`config.mk`:
```
export PLATFORM = sky130hd
export DESIGN_NAME = fspc_ctrl
export DESIGN_NICKNAME = d
export VERILOG_FILES = /design/src/fspc_cmd_window.v /design/src/fspc_prog_timer.v /design/src/fspc_ctrl.v
export VERILOG_INCLUDE_DIRS = /design/src /design/src/src
export SDC_FILE = /design/constraint.sdc
export NUM_CORES = 1
export LEC_CHECK = 0
export BUFFER_PORTS_ARGS = -buffer_cell sky130_fd_sc_hd__buf_4
export CORE_ASPECT_RATIO = 0.5
export CORE_MARGIN = 2
export CORE_UTILIZATION = 28
export CTS_BUF_LIST = sky130_fd_sc_hd__clkbuf_8
export DETAILED_ROUTE_END_ITERATION = 16
export GPL_TIMING_DRIVEN = 0
export PLACE_DENSITY_LB_ADDON = 0.2
export SYNTH_ARGS = -nofsm -noshare
export SYNTH_HDL_FRONTEND = slang
export SYNTH_SLANG_ARGS = --single-unit
```
`constraint.sdc`:
```
create_clock -name sys_clk_in -period 4.7 [get_ports sys_clk_in]
set_input_delay 0.235 -clock sys_clk_in [delete_from_list [all_inputs] [get_ports sys_clk_in]]
set_output_delay 0.235 -clock sys_clk_in [all_outputs]
set_load 0.02 [all_outputs]
```
`src/fspc_consts.vh`:
```
// constants of the flash self-programming controller
`ifndef FSPC_CONSTS_VH
`define FSPC_CONSTS_VH
`define FSPC_REG_DATA_ADDR 16'h0057
`define FSPC_IO_OFFSET 16'h0020
`define FSPC_REG_RESET 8'h00
`define FSPC_BIT_IE 7
`define FSPC_BIT_BUSY 6
`define FSPC_BIT_SIG 5
`define FSPC_BIT_REEN 4
`define FSPC_BIT_LOCK 3
`define FSPC_BIT_PGWR 2
`define FSPC_BIT_PGER 1
`define FSPC_BIT_STORE_ENABLE 0
`define FSPC_CMD_FILL 5'h01
`define FSPC_CMD_ERASE 5'h03
`define FSPC_CMD_WRITE 5'h05
`define FSPC_CMD_LOCK 5'h09
`define FSPC_CMD_REEN 5'h11
`define FSPC_STORE_WIN 3'h4
`define FSPC_LOAD_WIN 3'h3
`define FSPC_HALT_BASE 14'h3800
`define FSPC_BOOT_256 14'h3F00
`define FSPC_BOOT_512 14'h3E00
`define FSPC_BOOT_1K 14'h3C00
`define FSPC_BOOT_2K 14'h3800
`define FSPC_PROG_TIME_US 4000
`define FSPC_CLK_MHZ 40
`define FSPC_PROG_CYCLES (`FSPC_PROG_TIME_US * `FSPC_CLK_MHZ)
`endif

```
`src/fspc_cmd_window.v`:
```
// store/load acceptance window counter
`include "fspc_consts.vh"
module fspc_cmd_window (
  input wire clk_in,
  input wire rst_n_in,
  input wire ce_in,
  input wire start_in,
  input wire stop_in,
  output reg [2:0] age_out,
  output reg open_out
);
  always @(posedge clk_in or negedge rst_n_in) begin
    if (!rst_n_in) begin
      age_out <= 3'h0;
      open_out <= 1'b0;
    end else if (ce_in) begin
      if (start_in) begin
        age_out <= 3'h0;
        open_out <= 1'b1;
      end else if (stop_in) begin
        open_out <= 1'b0;
      end else if (open_out) begin
        age_out <= age_out + 3'h1;
        // lapses after four cycles unused
        if (age_out == `FSPC_STORE_WIN - 3'h1) begin
          open_out <= 1'b0;
        end
      end
    end
  end
endmodule // fspc_cmd_window

```
`src/fspc_prog_timer.v`:
```
// programming duration timer for erase, write and lock operations
`include "fspc_consts.vh"
module fspc_prog_timer #(
  parameter CYCLES = `FSPC_PROG_CYCLES
) (
  input wire clk_in,
  input wire rst_n_in,
  input wire ce_in,
  input wire start_in,
  output reg busy_out,
  output reg done_out
);
  reg [31:0] count;
  always @(posedge clk_in or negedge rst_n_in) begin
    if (!rst_n_in) begin
      count <= 32'h0000_0000;
      busy_out <= 1'b0;
      done_out <= 1'b0;
    end else if (ce_in) begin
      done_out <= 1'b0;
      if (start_in && !busy_out) begin
        count <= CYCLES - 1;
        busy_out <= 1'b1;
      end else if (busy_out) begin
        if (count == 32'h0000_0000) begin
          busy_out <= 1'b0;
          done_out <= 1'b1;
        end else begin
          count <= count - 32'h0000_0001;
        end
      end
    end
  end
endmodule // fspc_prog_timer

```
`src/fspc_ctrl.v`:
```
// flash self-programming controller top
`include "fspc_consts.vh"
module fspc_ctrl #(
  parameter PROG_CYCLES = `FSPC_PROG_CYCLES
) (
  input wire sys_clk_in,
  input wire arst_n_in,
  input wire ce_in,
  input wire reg_wr_in,
  input wire reg_rd_in,
  input wire io_space_in,
  input wire [15:0] reg_addr_in,
  input wire [7:0] reg_wdata_in,
  input wire store_instr_in,
  input wire load_instr_in,
  input wire [15:0] zptr_in,
  input wire [7:0] r0_in,
  input wire [7:0] r1_in,
  input wire global_irq_flag_in,
  input wire eeprom_write_active_in,
  input wire [1:0] boot_size_select_in,
  input wire [7:0] lock_bits_in,
  input wire [7:0] fuse_low_in,
  input wire [7:0] fuse_high_in,
  input wire [7:0] fuse_ext_in,
  input wire [7:0] sig_byte_in,
  input wire [13:0] fetch_addr_in,
  output reg [7:0] reg_rdata_out,
  output reg [7:0] load_data_out,
  output reg load_data_valid_out,
  output reg [4:0] sig_addr_out,
  output reg buf_wr_out,
  output reg [5:0] buf_word_out,
  output reg [15:0] buf_data_out,
  output reg buf_clear_out,
  output reg flash_erase_out,
  output reg flash_write_out,
  output reg [7:0] flash_page_out,
  output reg lock_write_out,
  output reg [7:0] lock_data_out,
  output reg cpu_halt_out,
  output reg concurrent_read_block_out,
  output reg store_ready_irq_out,
  output reg [13:0] boot_start_out,
  output reg fetch_in_boot_out
);
  ////////////////////////////////////////////////////////////////////////////
  // reset synchroniser
  reg rst_s1;
  reg rst_n;
  always @(posedge sys_clk_in or negedge arst_n_in) begin
    if (!arst_n_in) begin
      rst_s1 <= 1'b0;
      rst_n <= 1'b0;
    end else begin
      rst_s1 <= 1'b1;
      rst_n <= rst_s1;
    end
  end

  ////////////////////////////////////////////////////////////////////////////
  // register state and address decode
  reg store_ready_irq_enable;
  reg concurrent_section_busy;
  reg [4:0] cmd;
  reg prog_target_halting;
  reg fill_active;
  reg sig_window;

  wire [2:0] win_age;
  wire win_open;
  wire prog_busy;
  wire prog_done;

  wire [15:0] eff_addr = io_space_in ?
    reg_addr_in + `FSPC_IO_OFFSET : reg_addr_in;
  wire reg_hit = (eff_addr == `FSPC_REG_DATA_ADDR) &&
    (!io_space_in || reg_addr_in < 16'h0040);
  wire [4:0] wr_cmd = reg_wdata_in[4:0];

  function is_valid_cmd;
    input [4:0] c;
    begin
      is_valid_cmd = (c == `FSPC_CMD_FILL) || (c == `FSPC_CMD_ERASE) ||
        (c == `FSPC_CMD_WRITE) || (c == `FSPC_CMD_LOCK) ||
        (c == `FSPC_CMD_REEN);
    end
  endfunction

  // a new command is accepted only while no store is pending or busy
  wire cmd_wr = reg_wr_in && reg_hit && !prog_busy &&
    !cmd[`FSPC_BIT_STORE_ENABLE] && (is_valid_cmd(wr_cmd) ||
    (reg_wdata_in[`FSPC_BIT_SIG] && wr_cmd == `FSPC_CMD_FILL));
  wire sig_cmd = reg_wdata_in[`FSPC_BIT_SIG] && wr_cmd == `FSPC_CMD_FILL;
  wire reen_during_fill = reg_wr_in && reg_hit &&
    reg_wdata_in[`FSPC_BIT_REEN] && fill_active;

  wire store_go = store_instr_in && win_open && !prog_busy;
  wire load_go = load_instr_in && win_open && !prog_busy &&
    win_age < `FSPC_LOAD_WIN;
  wire [7:0] zpage = zptr_in[14:7];
  wire [5:0] zword = zptr_in[6:1];
  wire ztarget_halting = {zpage, 6'h00} >= `FSPC_HALT_BASE;
  wire is_erase = cmd == `FSPC_CMD_ERASE;
  wire is_write = cmd == `FSPC_CMD_WRITE;
  wire start_prog = store_go && !sig_window &&
    (is_erase || is_write || cmd == `FSPC_CMD_LOCK);

  fspc_cmd_window u_win (
    .clk_in(sys_clk_in),
    .rst_n_in(rst_n),
    .ce_in(ce_in),
    .start_in(cmd_wr),
    .stop_in(store_go || load_go),
    .age_out(win_age),
    .open_out(win_open)
  );

  fspc_prog_timer #(.CYCLES(PROG_CYCLES)) u_timer (
    .clk_in(sys_clk_in),
    .rst_n_in(rst_n),
    .ce_in(ce_in),
    .start_in(start_prog),
    .busy_out(prog_busy),
    .done_out(prog_done)
  );

  function [13:0] boot_base;
    input [1:0] sz;
    begin
      case (sz)
        2'b11: boot_base = `FSPC_BOOT_256;
        2'b10: boot_base = `FSPC_BOOT_512;
        2'b01: boot_base = `FSPC_BOOT_1K;
        default: boot_base = `FSPC_BOOT_2K;
      endcase
    end
  endfunction

  ////////////////////////////////////////////////////////////////////////////
  // control state
  always @(posedge sys_clk_in or negedge rst_n) begin
    if (!rst_n) begin
      store_ready_irq_enable <= 1'b0;
      concurrent_section_busy <= 1'b0;
      cmd <= 5'h00;
      prog_target_halting <= 1'b0;
      fill_active <= 1'b0;
      sig_window <= 1'b0;
    end else if (ce_in) begin
      if (reg_wr_in && reg_hit) begin
        store_ready_irq_enable <= reg_wdata_in[`FSPC_BIT_IE];
      end
      if (cmd_wr) begin
        cmd <= wr_cmd;
        sig_window <= sig_cmd;
      end else if (prog_busy) begin
        // held high until the operation ends
        if (prog_done) begin
          cmd <= 5'h00;
        end
      end else if (prog_done) begin
        cmd <= 5'h00;
      end else if (start_prog) begin
        prog_target_halting <= ztarget_halting && cmd != `FSPC_CMD_LOCK;
      end else if (store_go || load_go || (!win_open && cmd != 5'h00)) begin
        cmd <= 5'h00;
        sig_window <= 1'b0;
      end
      if (start_prog) begin
        prog_target_halting <= ztarget_halting && cmd != `FSPC_CMD_LOCK;
      end
      // set wins over clear in the same cycle
      if (start_prog && (is_erase || is_write) && !ztarget_halting) begin
        concurrent_section_busy <= 1'b1;
      end else if (store_go && cmd == `FSPC_CMD_REEN && !prog_busy) begin
        concurrent_section_busy <= 1'b0;
      end else if (store_go && cmd == `FSPC_CMD_FILL && !sig_window) begin
        concurrent_section_busy <= 1'b0;
      end
      if (reen_during_fill) begin
        fill_active <= 1'b0;
      end else if (store_go && cmd == `FSPC_CMD_FILL && !sig_window) begin
        fill_active <= 1'b1;
      end else if (start_prog && is_write) begin
        fill_active <= 1'b0;
      end
    end
  end

  ////////////////////////////////////////////////////////////////////////////
  // outputs
  always @(posedge sys_clk_in or negedge rst_n) begin
    if (!rst_n) begin
      reg_rdata_out <= `FSPC_REG_RESET;
      load_data_out <= 8'h00;
      load_data_valid_out <= 1'b0;
      sig_addr_out <= 5'h00;
      buf_wr_out <= 1'b0;
      buf_word_out <= 6'h00;
      buf_data_out <= 16'h0000;
      buf_clear_out <= 1'b0;
      flash_erase_out <= 1'b0;
      flash_write_out <= 1'b0;
      flash_page_out <= 8'h00;
      lock_write_out <= 1'b0;
      lock_data_out <= 8'hFF;
      cpu_halt_out <= 1'b0;
      concurrent_read_block_out <= 1'b0;
      store_ready_irq_out <= 1'b0;
      boot_start_out <= `FSPC_BOOT_2K;
      fetch_in_boot_out <= 1'b0;
    end else if (ce_in) begin
      reg_rdata_out <= (reg_rd_in && reg_hit) ? {store_ready_irq_enable,
        concurrent_section_busy, sig_window, cmd} : 8'h00;
      load_data_valid_out <= 1'b0;
      buf_wr_out <= 1'b0;
      buf_clear_out <= reen_during_fill;
      flash_erase_out <= 1'b0;
      flash_write_out <= 1'b0;
      lock_write_out <= 1'b0;
      if (load_go && sig_window) begin
        sig_addr_out <= zptr_in[4:0];
        load_data_out <= sig_byte_in;
        load_data_valid_out <= 1'b1;
      end else if (load_go && cmd == `FSPC_CMD_LOCK) begin
        // programmed bits come back as zero
        case (zptr_in[1:0])
          2'b00: load_data_out <= fuse_low_in;
          2'b01: load_data_out <= lock_bits_in;
          2'b10: load_data_out <= fuse_ext_in;
          default: load_data_out <= fuse_high_in;
        endcase
        load_data_valid_out <= 1'b1;
      end
      if (store_go && !sig_window && cmd == `FSPC_CMD_FILL) begin
        buf_wr_out <= 1'b1;
        buf_word_out <= zword;
        buf_data_out <= {r1_in, r0_in};
      end
      if (start_prog) begin
        flash_page_out <= zpage;
        flash_erase_out <= is_erase;
        flash_write_out <= is_write;
        lock_write_out <= cmd == `FSPC_CMD_LOCK;
        lock_data_out <= r0_in;
      end
      cpu_halt_out <= (start_prog && ztarget_halting &&
        (is_erase || is_write)) || (prog_busy && !prog_done &&
        prog_target_halting);
      concurrent_read_block_out <= concurrent_section_busy;
      store_ready_irq_out <= store_ready_irq_enable && global_irq_flag_in &&
        !cmd[`FSPC_BIT_STORE_ENABLE];
      boot_start_out <= boot_base(boot_size_select_in);
      fetch_in_boot_out <= fetch_addr_in >= boot_base(boot_size_select_in);
    end
  end
endmodule // fspc_ctrl

```
==> results of run 1 <==
through the flow:
| stage | hold slack (ps) | TNS (ps) | instance area (um^2) | worst slack, ps | total power (W) |
|---|---|---|---|---|---|
| floorplan | -60.6 | 0 | 6010 | 1060 | 0.00115 |
| global route | 6.89 | 0 | 8510 | 1420 | 0.00234 |
| detailed placement | 20.4 | 0 | 7810 | 1640 | 0.00126 |
| finish | 28.9 | 0 | 8510 | 1700 | 0.00224 |
| global placement | 18.2 | -64950 | 7750 | -586 | 0.00125 |
| CTS | 7.51 | 0 | 8510 | 1630 | 0.00227 |
critical path, cell delays in order, from the launching register on:
cell and delay [ps]:
dfrtp_1 360, clkbuf_1 230, nor2b_1 320, nand4_1 270, or4_1 530, nor2_1 450, buf_2 390, mux2_1 350
power by group:
group / internal [W] / switching, W
logic: 0.000115 / 0.0000824
clock network: 0.000557 / 0.000423
registers: 0.00105 / 0.00000649
logic make-up after synthesis:
kind of cell / synth area share (%)
fa+ha+maj: 1.64
compound gates: 9.62
buf+inv: 4.72
xor+xnor: 2.79
mux: 10.5
simple gates: 19.2
other cells: 0.126
flops: 51.3
layer usage:
layer / GRT usage [%] / part of all wire (%) / up-vias
li1: - / - / 2512
met1: 21.2 / 49 / 2524
met2: 24.3 / 47 / 91
met3: 3.25 / 2.8 / 9
met4: 3.77 / 0.67 / 0
met5: 0 / 0 / -
layout by cell type (no fill, tap or decap), types with 4 or more instances in the layout:
cell type and count:
nand2_1 91, o21ai_0 10, nand3_1 16, clkbuf_8 20, dfstp_2 8, ha_1 7
or3_1 5, buf_4 198, or4_1 6, xnor2_1 4, a32o_1 9, nor3_1 9
xor2_1 15, o21ai_1 13, mux2_1 23, nand4_1 14, dfrtp_1 113, mux2i_1 10
buf_1 4, inv_1 29, a21oi_1 11, o22ai_1 8, clkbuf_1 19, mux4_2 8
nor2b_1 4, mux2_2 8, dlygate4sd3_1 29, o211ai_1 5, nor4_1 8, nand4b_1 4
conb_1 12, nor2_1 36
registers in the layout (all words and copies together), names as in the netlist, 6 cells and up:
name            cells
buf_data_out       16
buf_word_out        6
flash_page_out      8
load_data_out       8
lock_data_out       8
reg_rdata_out       8
u_timer.count      32
worst max-delay path by stage:
stage                     slack, ps                 end
after detailed placement       1640     buf_word_out[0]
final                          1700    buf_data_out[14]
after floorplan                1060  boot_start_out[10]
after global routing           1420    buf_data_out[13]
after CTS                      1630     buf_word_out[4]
after global placement         -590    reg_rdata_out[5]
cell type report:
cell class                 count  area [um^2]
inverter                      26         97.6
clock buffer                  20          275
tap                          273          342
buffer                        37          184
clock inverter                12          135
fill                        2066        12200
timing repair buffer         218         1750
sequential                   122         3070
multi-input combinational    393         2660
repair_timing:
action / in CTS / in global routing
hold endpoints to repair: 33 / 0
setup endpoints to repair: 0 / 0
hold buffers: 29 / 0
==> run metrics, run 1 <==
Reg clk slew, reported paths=roughly 70 ps; count of flip-flops with a built-in enable after synthesis=0; final worst path period share=63.8%; post-synth cell types=69; first-pass GRT wire length=27,000 um; Top-Level Pins=205; Area Growth Syn to Fin=42.6%; Non-Filler Instances=1,101; proportion of layout cells with a drive suffix above 1=32.2%; clock buffer depth=2; initial antenna violation count=0; CTS tree=done; Root Buffer=clkbuf_8; Post-DP HPWL=12,600 um; min cycle time layout=3000 ps; worst hold start=r1_in[0]; worst endpoint required time=5010 ps; Die Height=107 um; Final Hold Vio Count=0; worst vdd ir=0.000195 V; most frequently used flop master after synthesis=dfrtp_1; Core Util, Final=about two fifths; largest net degree at the start of global routing=between 50 and 60; Sink Count=122; Pins Over Slew Limit=0; r2r worst-path depth=7; Max Fclk=between 300 and 400 MHz; placed insts=1,040; crit path DAT=about 3300 ps; Netlist Area Pre-Place=5970 um^2; Synth Register Bits=122; drt wl/cell=15.4 um; Hold Path End=buf_data_out[8]; Post-synth ARST share=100%; Crit Path Class=flip-flop to flip-flop; post-synthesis sequential area ratio=51.3%; WL final=16,900 um; cell accounting for the most synthesized area=dfrtp_1; count of buffers from port buffering=187; slew margin rel.=31.0%; status=finished clean; Worst-Margin Slew=1030 ps; YS warnings=0; Starting DRT DRC Count=245; pwr/cell area=263 nW/um^2; DRT antenna net count=0; DR DRC count=0; count leader, synth=dfrtp_1; clk_lat worst skew=430 ps; PostCTS Resize Cnt=0; Leakage=4.28 nW; vias=a little over 5,000; antenna cell count=0; TritonCTS buffer count=17; syn_area_per_cell=10.5 um^2; CP Max Fanout=10; initial core utilization=28.8%; Setup crit end kind=flip-flop; row cnt=37; H-tree Lvls=4; minimum setup slack among reg-to-reg paths=1700 ps; vias in the first global route=5,103; drt first pass iters=4; Hold Crit Depth=2; Core Box Area=20,700 um^2; CP Launch Type=flip-flop; full die area=22,600 um^2; commonest cells in the netlist=dfrtp_1, nand2_1, nor2_1, inv_1, mux2_1; max-cap violations=0; total setup buffers inserted after CTS=0; nets=944; vias per inst=4.66; Clock Skew=16.9 ps; hold crit path type=input port to flip-flop; worst flop-to-flop path endpoint=buf_data_out[14]; R2R Path Start=u_timer.busy_out; unrepaired setup endpoints after global routing=no; Total Routing Usage GR=between 10% and 20%; Final setup viols=0; routability congestion estimate=0.763; Post-Syn Instances=roughly 570; Yosys top cell area share=roughly 48%; CP Launch Point=u_timer.busy_out; Area contributors post-synth=dfrtp_1, nand2_1, mux2_1, dfstp_2, mux4_2; grt ovf=0; Die W=210 um
(Power assumes the default switching activity.)
==> run 2: changes to the inputs <==
Clock period 4.7 ns to 2.6 ns, I/O delays scaled along.
==> run 2 against run 1 <==
  * Design area rose by 3.7%
  * Worst hold slack lost 6.6 ps
  * First-iteration DRC count increased by 11%
  * Power is 79% higher
  * Count of clock-buffer cells in the layout shrank 3
  * Final cell count grew 2.5%
  * Fmax up 21%
==> run metrics, run 2 (synthesis gave the netlist of run 1 again) <==
count of buffers from port buffering=187 (unchanged); max reg flops=32 (unchanged); clk_lat worst skew=440 ps (about the same); Final Hold Vio Count=0 (unchanged); Worst-Margin Slew=760 ps (-267 ps); worst setup margin=128 ps (-1570 ps); Starting DRT DRC Count=272 (+11%); DRT antenna net count=0 (unchanged); WL final=17,400 um (+2.8%); DR DRC count=0 (unchanged); first-pass GRT wire length=27,800 um (+3.1%); Final setup viols=0 (unchanged); Reg clk slew, reported paths=80 ps (about the same); CP Max Fanout=5 (-5); Largest regs=u_timer.count: 32 flops, buf_data_out: 16 flops; Pins Over Slew Limit=0 (unchanged); H-tree Lvls=4 (unchanged); Max Fclk=405 MHz (+21%); Area Growth Syn to Fin=47.8%; Total Routing Usage GR=15.6% (+0.33 points); TritonCTS buffer count=17 (unchanged); hold crit path type=input port to flip-flop; Sink Count=122 (unchanged); status=finished clean; initial antenna violation count=0 (unchanged); Setup crit end kind=flip-flop; row cnt=37 (unchanged); Core Box Area=20,700 um^2 (unchanged); proportion of layout cells with a drive suffix above 1=34.0% (+1.8 points); Top-Level Pins=205 (unchanged); final worst path period share=95.1% (+31 points); crit path DAT=2830 ps (-480 ps); nets=971 (+2.9%); slew margin rel.=49.3% (+18 points); initial core utilization=28.8% (unchanged); Root Buffer=clkbuf_8; antenna cell count=0 (unchanged); vias per inst=4.70 (+0.80%); Die Height=107 um (unchanged); dpl ws=-507 ps (-2150 ps); min cycle time layout=2470 ps (-527 ps); Power, Total=0.00401 W (+79%); Clock Skew=19.7 ps (+2.78 ps); full die area=22,600 um^2 (unchanged); max-cap violations=0 (unchanged); drt wl/cell=15.4 um (+0.33%); largest net degree at the start of global routing=67 (+26%); leading cell type in the layout, fill and taps excluded=buf_4; Crit Path Class=flip-flop to flip-flop; grt ovf=0 (unchanged); Die W=210 um (unchanged); drt first pass iters=4 (unchanged); vias=5,304 (+3.3%); CTS tree=done; worst vdd ir=0.000227 V (+16%); clock buffer depth=2 (unchanged); Leakage=4.39 nW (+2.5%); vias in the first global route=5,352 (+4.9%); worst endpoint required time=2960 ps (-2050 ps); commonest non-fill, non-tap cells in the layout=buf_4, dfrtp_1, nand2_1; Largest Register=u_timer.count; pwr/cell area=455 nW/um^2 (+73%); routability congestion estimate=0.807 (+5.8%); Core Util, Final=42.5% (+1.5 points); Post-DP HPWL=12,500 um (-0.76%); CP Launch Type=flip-flop
==> run 2: changes by cell type in the layout (fill, tap and decap cells not counted), moves of 2 or more <==
cell           before  now
inv_6               0    5
clkbuf_2            0    4
clkinv_4            0    4
nor4_1              8    6
inv_1              29   25
nor4_4              1    3
buf_4             198  208
clkbuf_1           19   13
clkbuf_8           20   17
dlygate4sd3_1      29   49
==> run 2: final timing paths <==
kind / start / to / slack (ps) / depth (start not counted)
worst max-delay path: u_timer.count[12] / u_timer.count[27] / 130 / 6
worst min-delay path: reg_wr_in / buf_clear_out / 20 / 3
worst max register to register: u_timer.count[12] / u_timer.count[27] / 130 / 6
worst min register to register: rst_s1 / rst_n / 360 / 0
max in group asynchronous: rst_n / lock_data_out[3] / 1360 / 1
min in group asynchronous: rst_n / buf_data_out[11] / 400 / 0
==> run 2: layout make-up <==
cell class / count / area, um^2
Fill cell: 2026 / 11900
Sequential cell: 122 / 3070
Multi-Input combinational cell: 393 / 2740
Timing Repair Buffer: 245 / 1980
Tap cell: 273 / 342
Clock buffer: 17 / 234
Buffer: 37 / 195
Clock inverter: 15 / 164
Inverter: 26 / 97.6
==> run 2: per-layer routing <==
metal	track usage, %	share of wire [%]
met1	20.9	47
met2	25.8	48
met3	2.96	4.0
met4	4.53	0.94
met5	0	0
==> run 2: critical path: stages (launching register included) <==
cell	delay [ps]
dfrtp_1	430
or4_4	580
or4_4	490
nor3_4	200
nand3_4	140
nor4_4	340
mux2i_1	210
==> run 2: report_power, final <==
part,switching [W],leakage (nW),internal [W]
sequential,0.0000194,1.65,0.00190
combinational,0.000145,2.54,0.000223
clock,0.000856,0.198,0.000868
total,0.00102,4.39,0.00299
==> run 2: what timing repair did <==
action,in CTS,in global routing
pin swaps,1,5
endpoints found under the setup margin,29,74
hold endpoints to repair,59,0
hold buffers,49,0
gates resized for setup,7,21
setup buffers,2,6
gates cloned,0,0
==> run 2: metrics by stage <==
| stage | hold WS [ps] | cell area (um^2) | TNS [ps] | std cells |
|---|---|---|---|---|
| 6_report | 22.3 | 8820 | 0 | 1128 |
| 5_1_grt | 11.0 | 8820 | -14.8 | 1128 |
| 4_1_cts | 1.61 | 8710 | 0 | 1122 |
| 3_5_place_dp | -86.7 | 7780 | -9380 | 1039 |
| 3_3_place_gp | -87.2 | 7750 | -47950 | 1038 |
| 2_1_floorplan | -166 | 6010 | 0 | 578 |
==> run 3: changes to the inputs <==
Settings changed: CTS_BUF_LIST sky130_fd_sc_hd__clkbuf_8 to unset, HOLD_SLACK_MARGIN set to 0.06, REMOVE_ABC_BUFFERS set to 1.
==> run 3 against run 2 <==
  * Non-clock buffer count is 27 lower
  * Via count fell by 3.6%
  * Clock skew shrank 9.9 ps
  * Fmax increased by 1.4%
  * Clock power increased by 35%
  * Routed wire length decreased by 4.2%
  * Worst hold slack improved by 93 ps
  * Critical path type unchanged
==> run metrics, run 3 (synthesis gave the netlist of run 1 again) <==
DRT antenna net count=0 (unchanged); Die Height=107 um (unchanged); Die W=210 um (unchanged); worst endpoint required time=2880 ps (-80 ps); Area Growth Syn to Fin=50.4%; Core Box Area=20,700 um^2 (unchanged); CP Launch Point=u_timer.busy_out; nets=944 (-2.8%); Crit Path Class=flip-flop to flip-flop; Reg clk slew, reported paths=60 ps (-20 ps); WL final=16,700 um (-4.2%); CP Max Fanout=17 (+12); Top-Level Pins=205 (unchanged); leading cell type in the layout, fill and taps excluded=buf_4; Setup crit end kind=flip-flop; slowest CP cell=dfrtp_1; commonest non-fill, non-tap cells in the layout=buf_4, dfrtp_1, nand2_1; CP Cell Sequence=nor2b_2 > nand4_1 > or4_4 > nor2_4 > buf_8 > mux2_1; R2R Path Start=u_timer.busy_out; crit path DAT=2720 ps (-110 ps); Final Hold Vio Count=0 (unchanged); WHS=115 ps (+92.7 ps); vias=5,112 (-3.6%); count of buffers from port buffering=190 (+1.6%); dpl ws=-200 ps (+308 ps); proportion of layout cells with a drive suffix above 1=34.3% (+0.26 points); Clock Skew=9.76 ps (-9.94 ps); worst setup margin=162 ps (+33.4 ps); first-pass GRT wire length=27,100 um (-2.8%); Final setup viols=0 (unchanged); Post-DP HPWL=11,900 um (-4.2%); hold crit path type=input port to flip-flop; # fillers=2,003 (-1.1%); vias per inst=4.64 (-1.3%); Root Buffer=clkbuf_16; drt first pass iters=4 (unchanged); Max Fclk=410 MHz (+1.4%); critical path endpoint=buf_data_out[9]; status=finished clean; minimum setup slack among reg-to-reg paths=160 ps (+30 ps); TritonCTS buffer count=17 (unchanged); pwr/cell area=514 nW/um^2 (+13%); final worst path period share=93.8% (-1.3 points); Core Util, Final=43.3% (+0.74 points); initial antenna violation count=0 (unchanged); routability congestion estimate=0.759 (-6.0%); vias in the first global route=5,141 (-3.9%); Largest Register=u_timer.count; Seq. cell area=3070 um^2 (about the same); row cnt=37 (unchanged); Total Routing Usage GR=15.3% (-0.34 points); Starting DRT DRC Count=283 (+4.0%); max-cap violations=0 (unchanged); initial core utilization=28.8% (unchanged); CP Launch Type=flip-flop; Pins Over Slew Limit=0 (unchanged); full die area=22,600 um^2 (unchanged); r2r worst-path depth=6 (unchanged); Largest regs=u_timer.count: 32 flops, buf_data_out: 16 flops; worst flop-to-flop path endpoint=buf_data_out[9]; clk_lat worst skew=410 ps (-30 ps); DR DRC count=0 (unchanged); CTS tree=done; drt wl/cell=15.1 um (-1.9%); unrepaired setup endpoints after global routing=no; largest net degree at the start of global routing=55 (-18%); min cycle time layout=2440 ps (-33.4 ps); max reg flops=32 (unchanged); Worst-Margin Slew=713 ps (-46.8 ps); worst vdd ir=0.000467 V (+110%); H-tree Lvls=4 (unchanged); slew margin rel.=51.8% (+2.4 points); Leakage=4.43 nW (+0.86%); clock buffer depth=2 (unchanged); Sink Count=122 (unchanged); delay of the slowest critical-path stage=530 ps (-50 ps); antenna cell count=0 (unchanged); area of the multi-input gates=2770 um^2 (+1.0%); grt ovf=0 (unchanged)
run 3: cell types whose count changed in the layout (fill, tap and decap cells not counted), moves of 3 or more:
cell	previous run	this run
clkbuf_16	0	17
clkbuf_8	17	1
clkbuf_1	13	0
buf_4	208	196
buf_1	5	0
clkbuf_2	4	0
clkinvlp_4	2	6
dlygate4sd3_1	49	53
inv_6	5	2
run 3: timing repair:
item,4_1_cts,5_1_grt
hold buffers,53,0
resized for setup,4,15
setup buffers,4,1
endpoints found under the hold margin,69,0
setup endpoints to repair,38,48
pin swaps,2,4
run 3: worst min path at each step:
stage	start	endpoint	slack, ps	cells past startpoint
floorplan	arst_n_in	rst_n	-170	0
global placement	arst_n_in	rst_s1	-90	1
detailed placement	arst_n_in	rst_s1	-80	1
CTS	zptr_in[0]	sig_addr_out[0]	100	2
global route	zptr_in[0]	sig_addr_out[0]	130	2
finish	zptr_in[0]	sig_addr_out[0]	120	2
run 3: worst max-delay path, delay by kind of cell (launching register included):
family,cells,cell delay (ps)
mux,1,350
flops,1,530
buf+inv,1,200
simple gates,4,1210
run 3: layout make-up:
class / instances / area share, %
Clock inverter: 14 / 1.64
Tap cell: 273 / 3.81
Sequential cell: 122 / 34.2
Clock buffer: 18 / 4.89
Timing Repair Buffer: 255 / 23.5
Inverter: 26 / 1.13
Multi-Input combinational cell: 393 / 30.8
run 3: report_power, final:
part           internal, W  switching [W]  leakage [nW]
clock network      0.00144       0.000891         0.275
registers          0.00191      0.0000107          1.65
logic             0.000220       0.000148          2.51
run 3: stage by stage:
stage	TNS, ps	power (W)	std cells	cell area [um^2]
2_1_floorplan	-128940	0.00205	541	5820
3_3_place_gp	-427720	0.00224	1004	7590
3_5_place_dp	-6140	0.00226	1011	7720
4_1_cts	0	0.00469	1100	8890
5_1_grt	0	0.00482	1101	8980
6_report	0	0.00462	1101	8980
run 3: per-layer routing:
| metal | share of wire (%) | routed length [um] | track usage [%] | vias up |
|---|---|---|---|---|
| met3 | 1.6 | 259 | 2.69 | 10 |
| met2 | 52 | 8690 | 25.9 | 61 |
| met1 | 45 | 7570 | 20.1 | 2513 |
| li1 | - | - | - | 2528 |
| met5 | 0 | 0 | 0 | - |
| met4 | 0.88 | 146 | 4.38 | 0 |
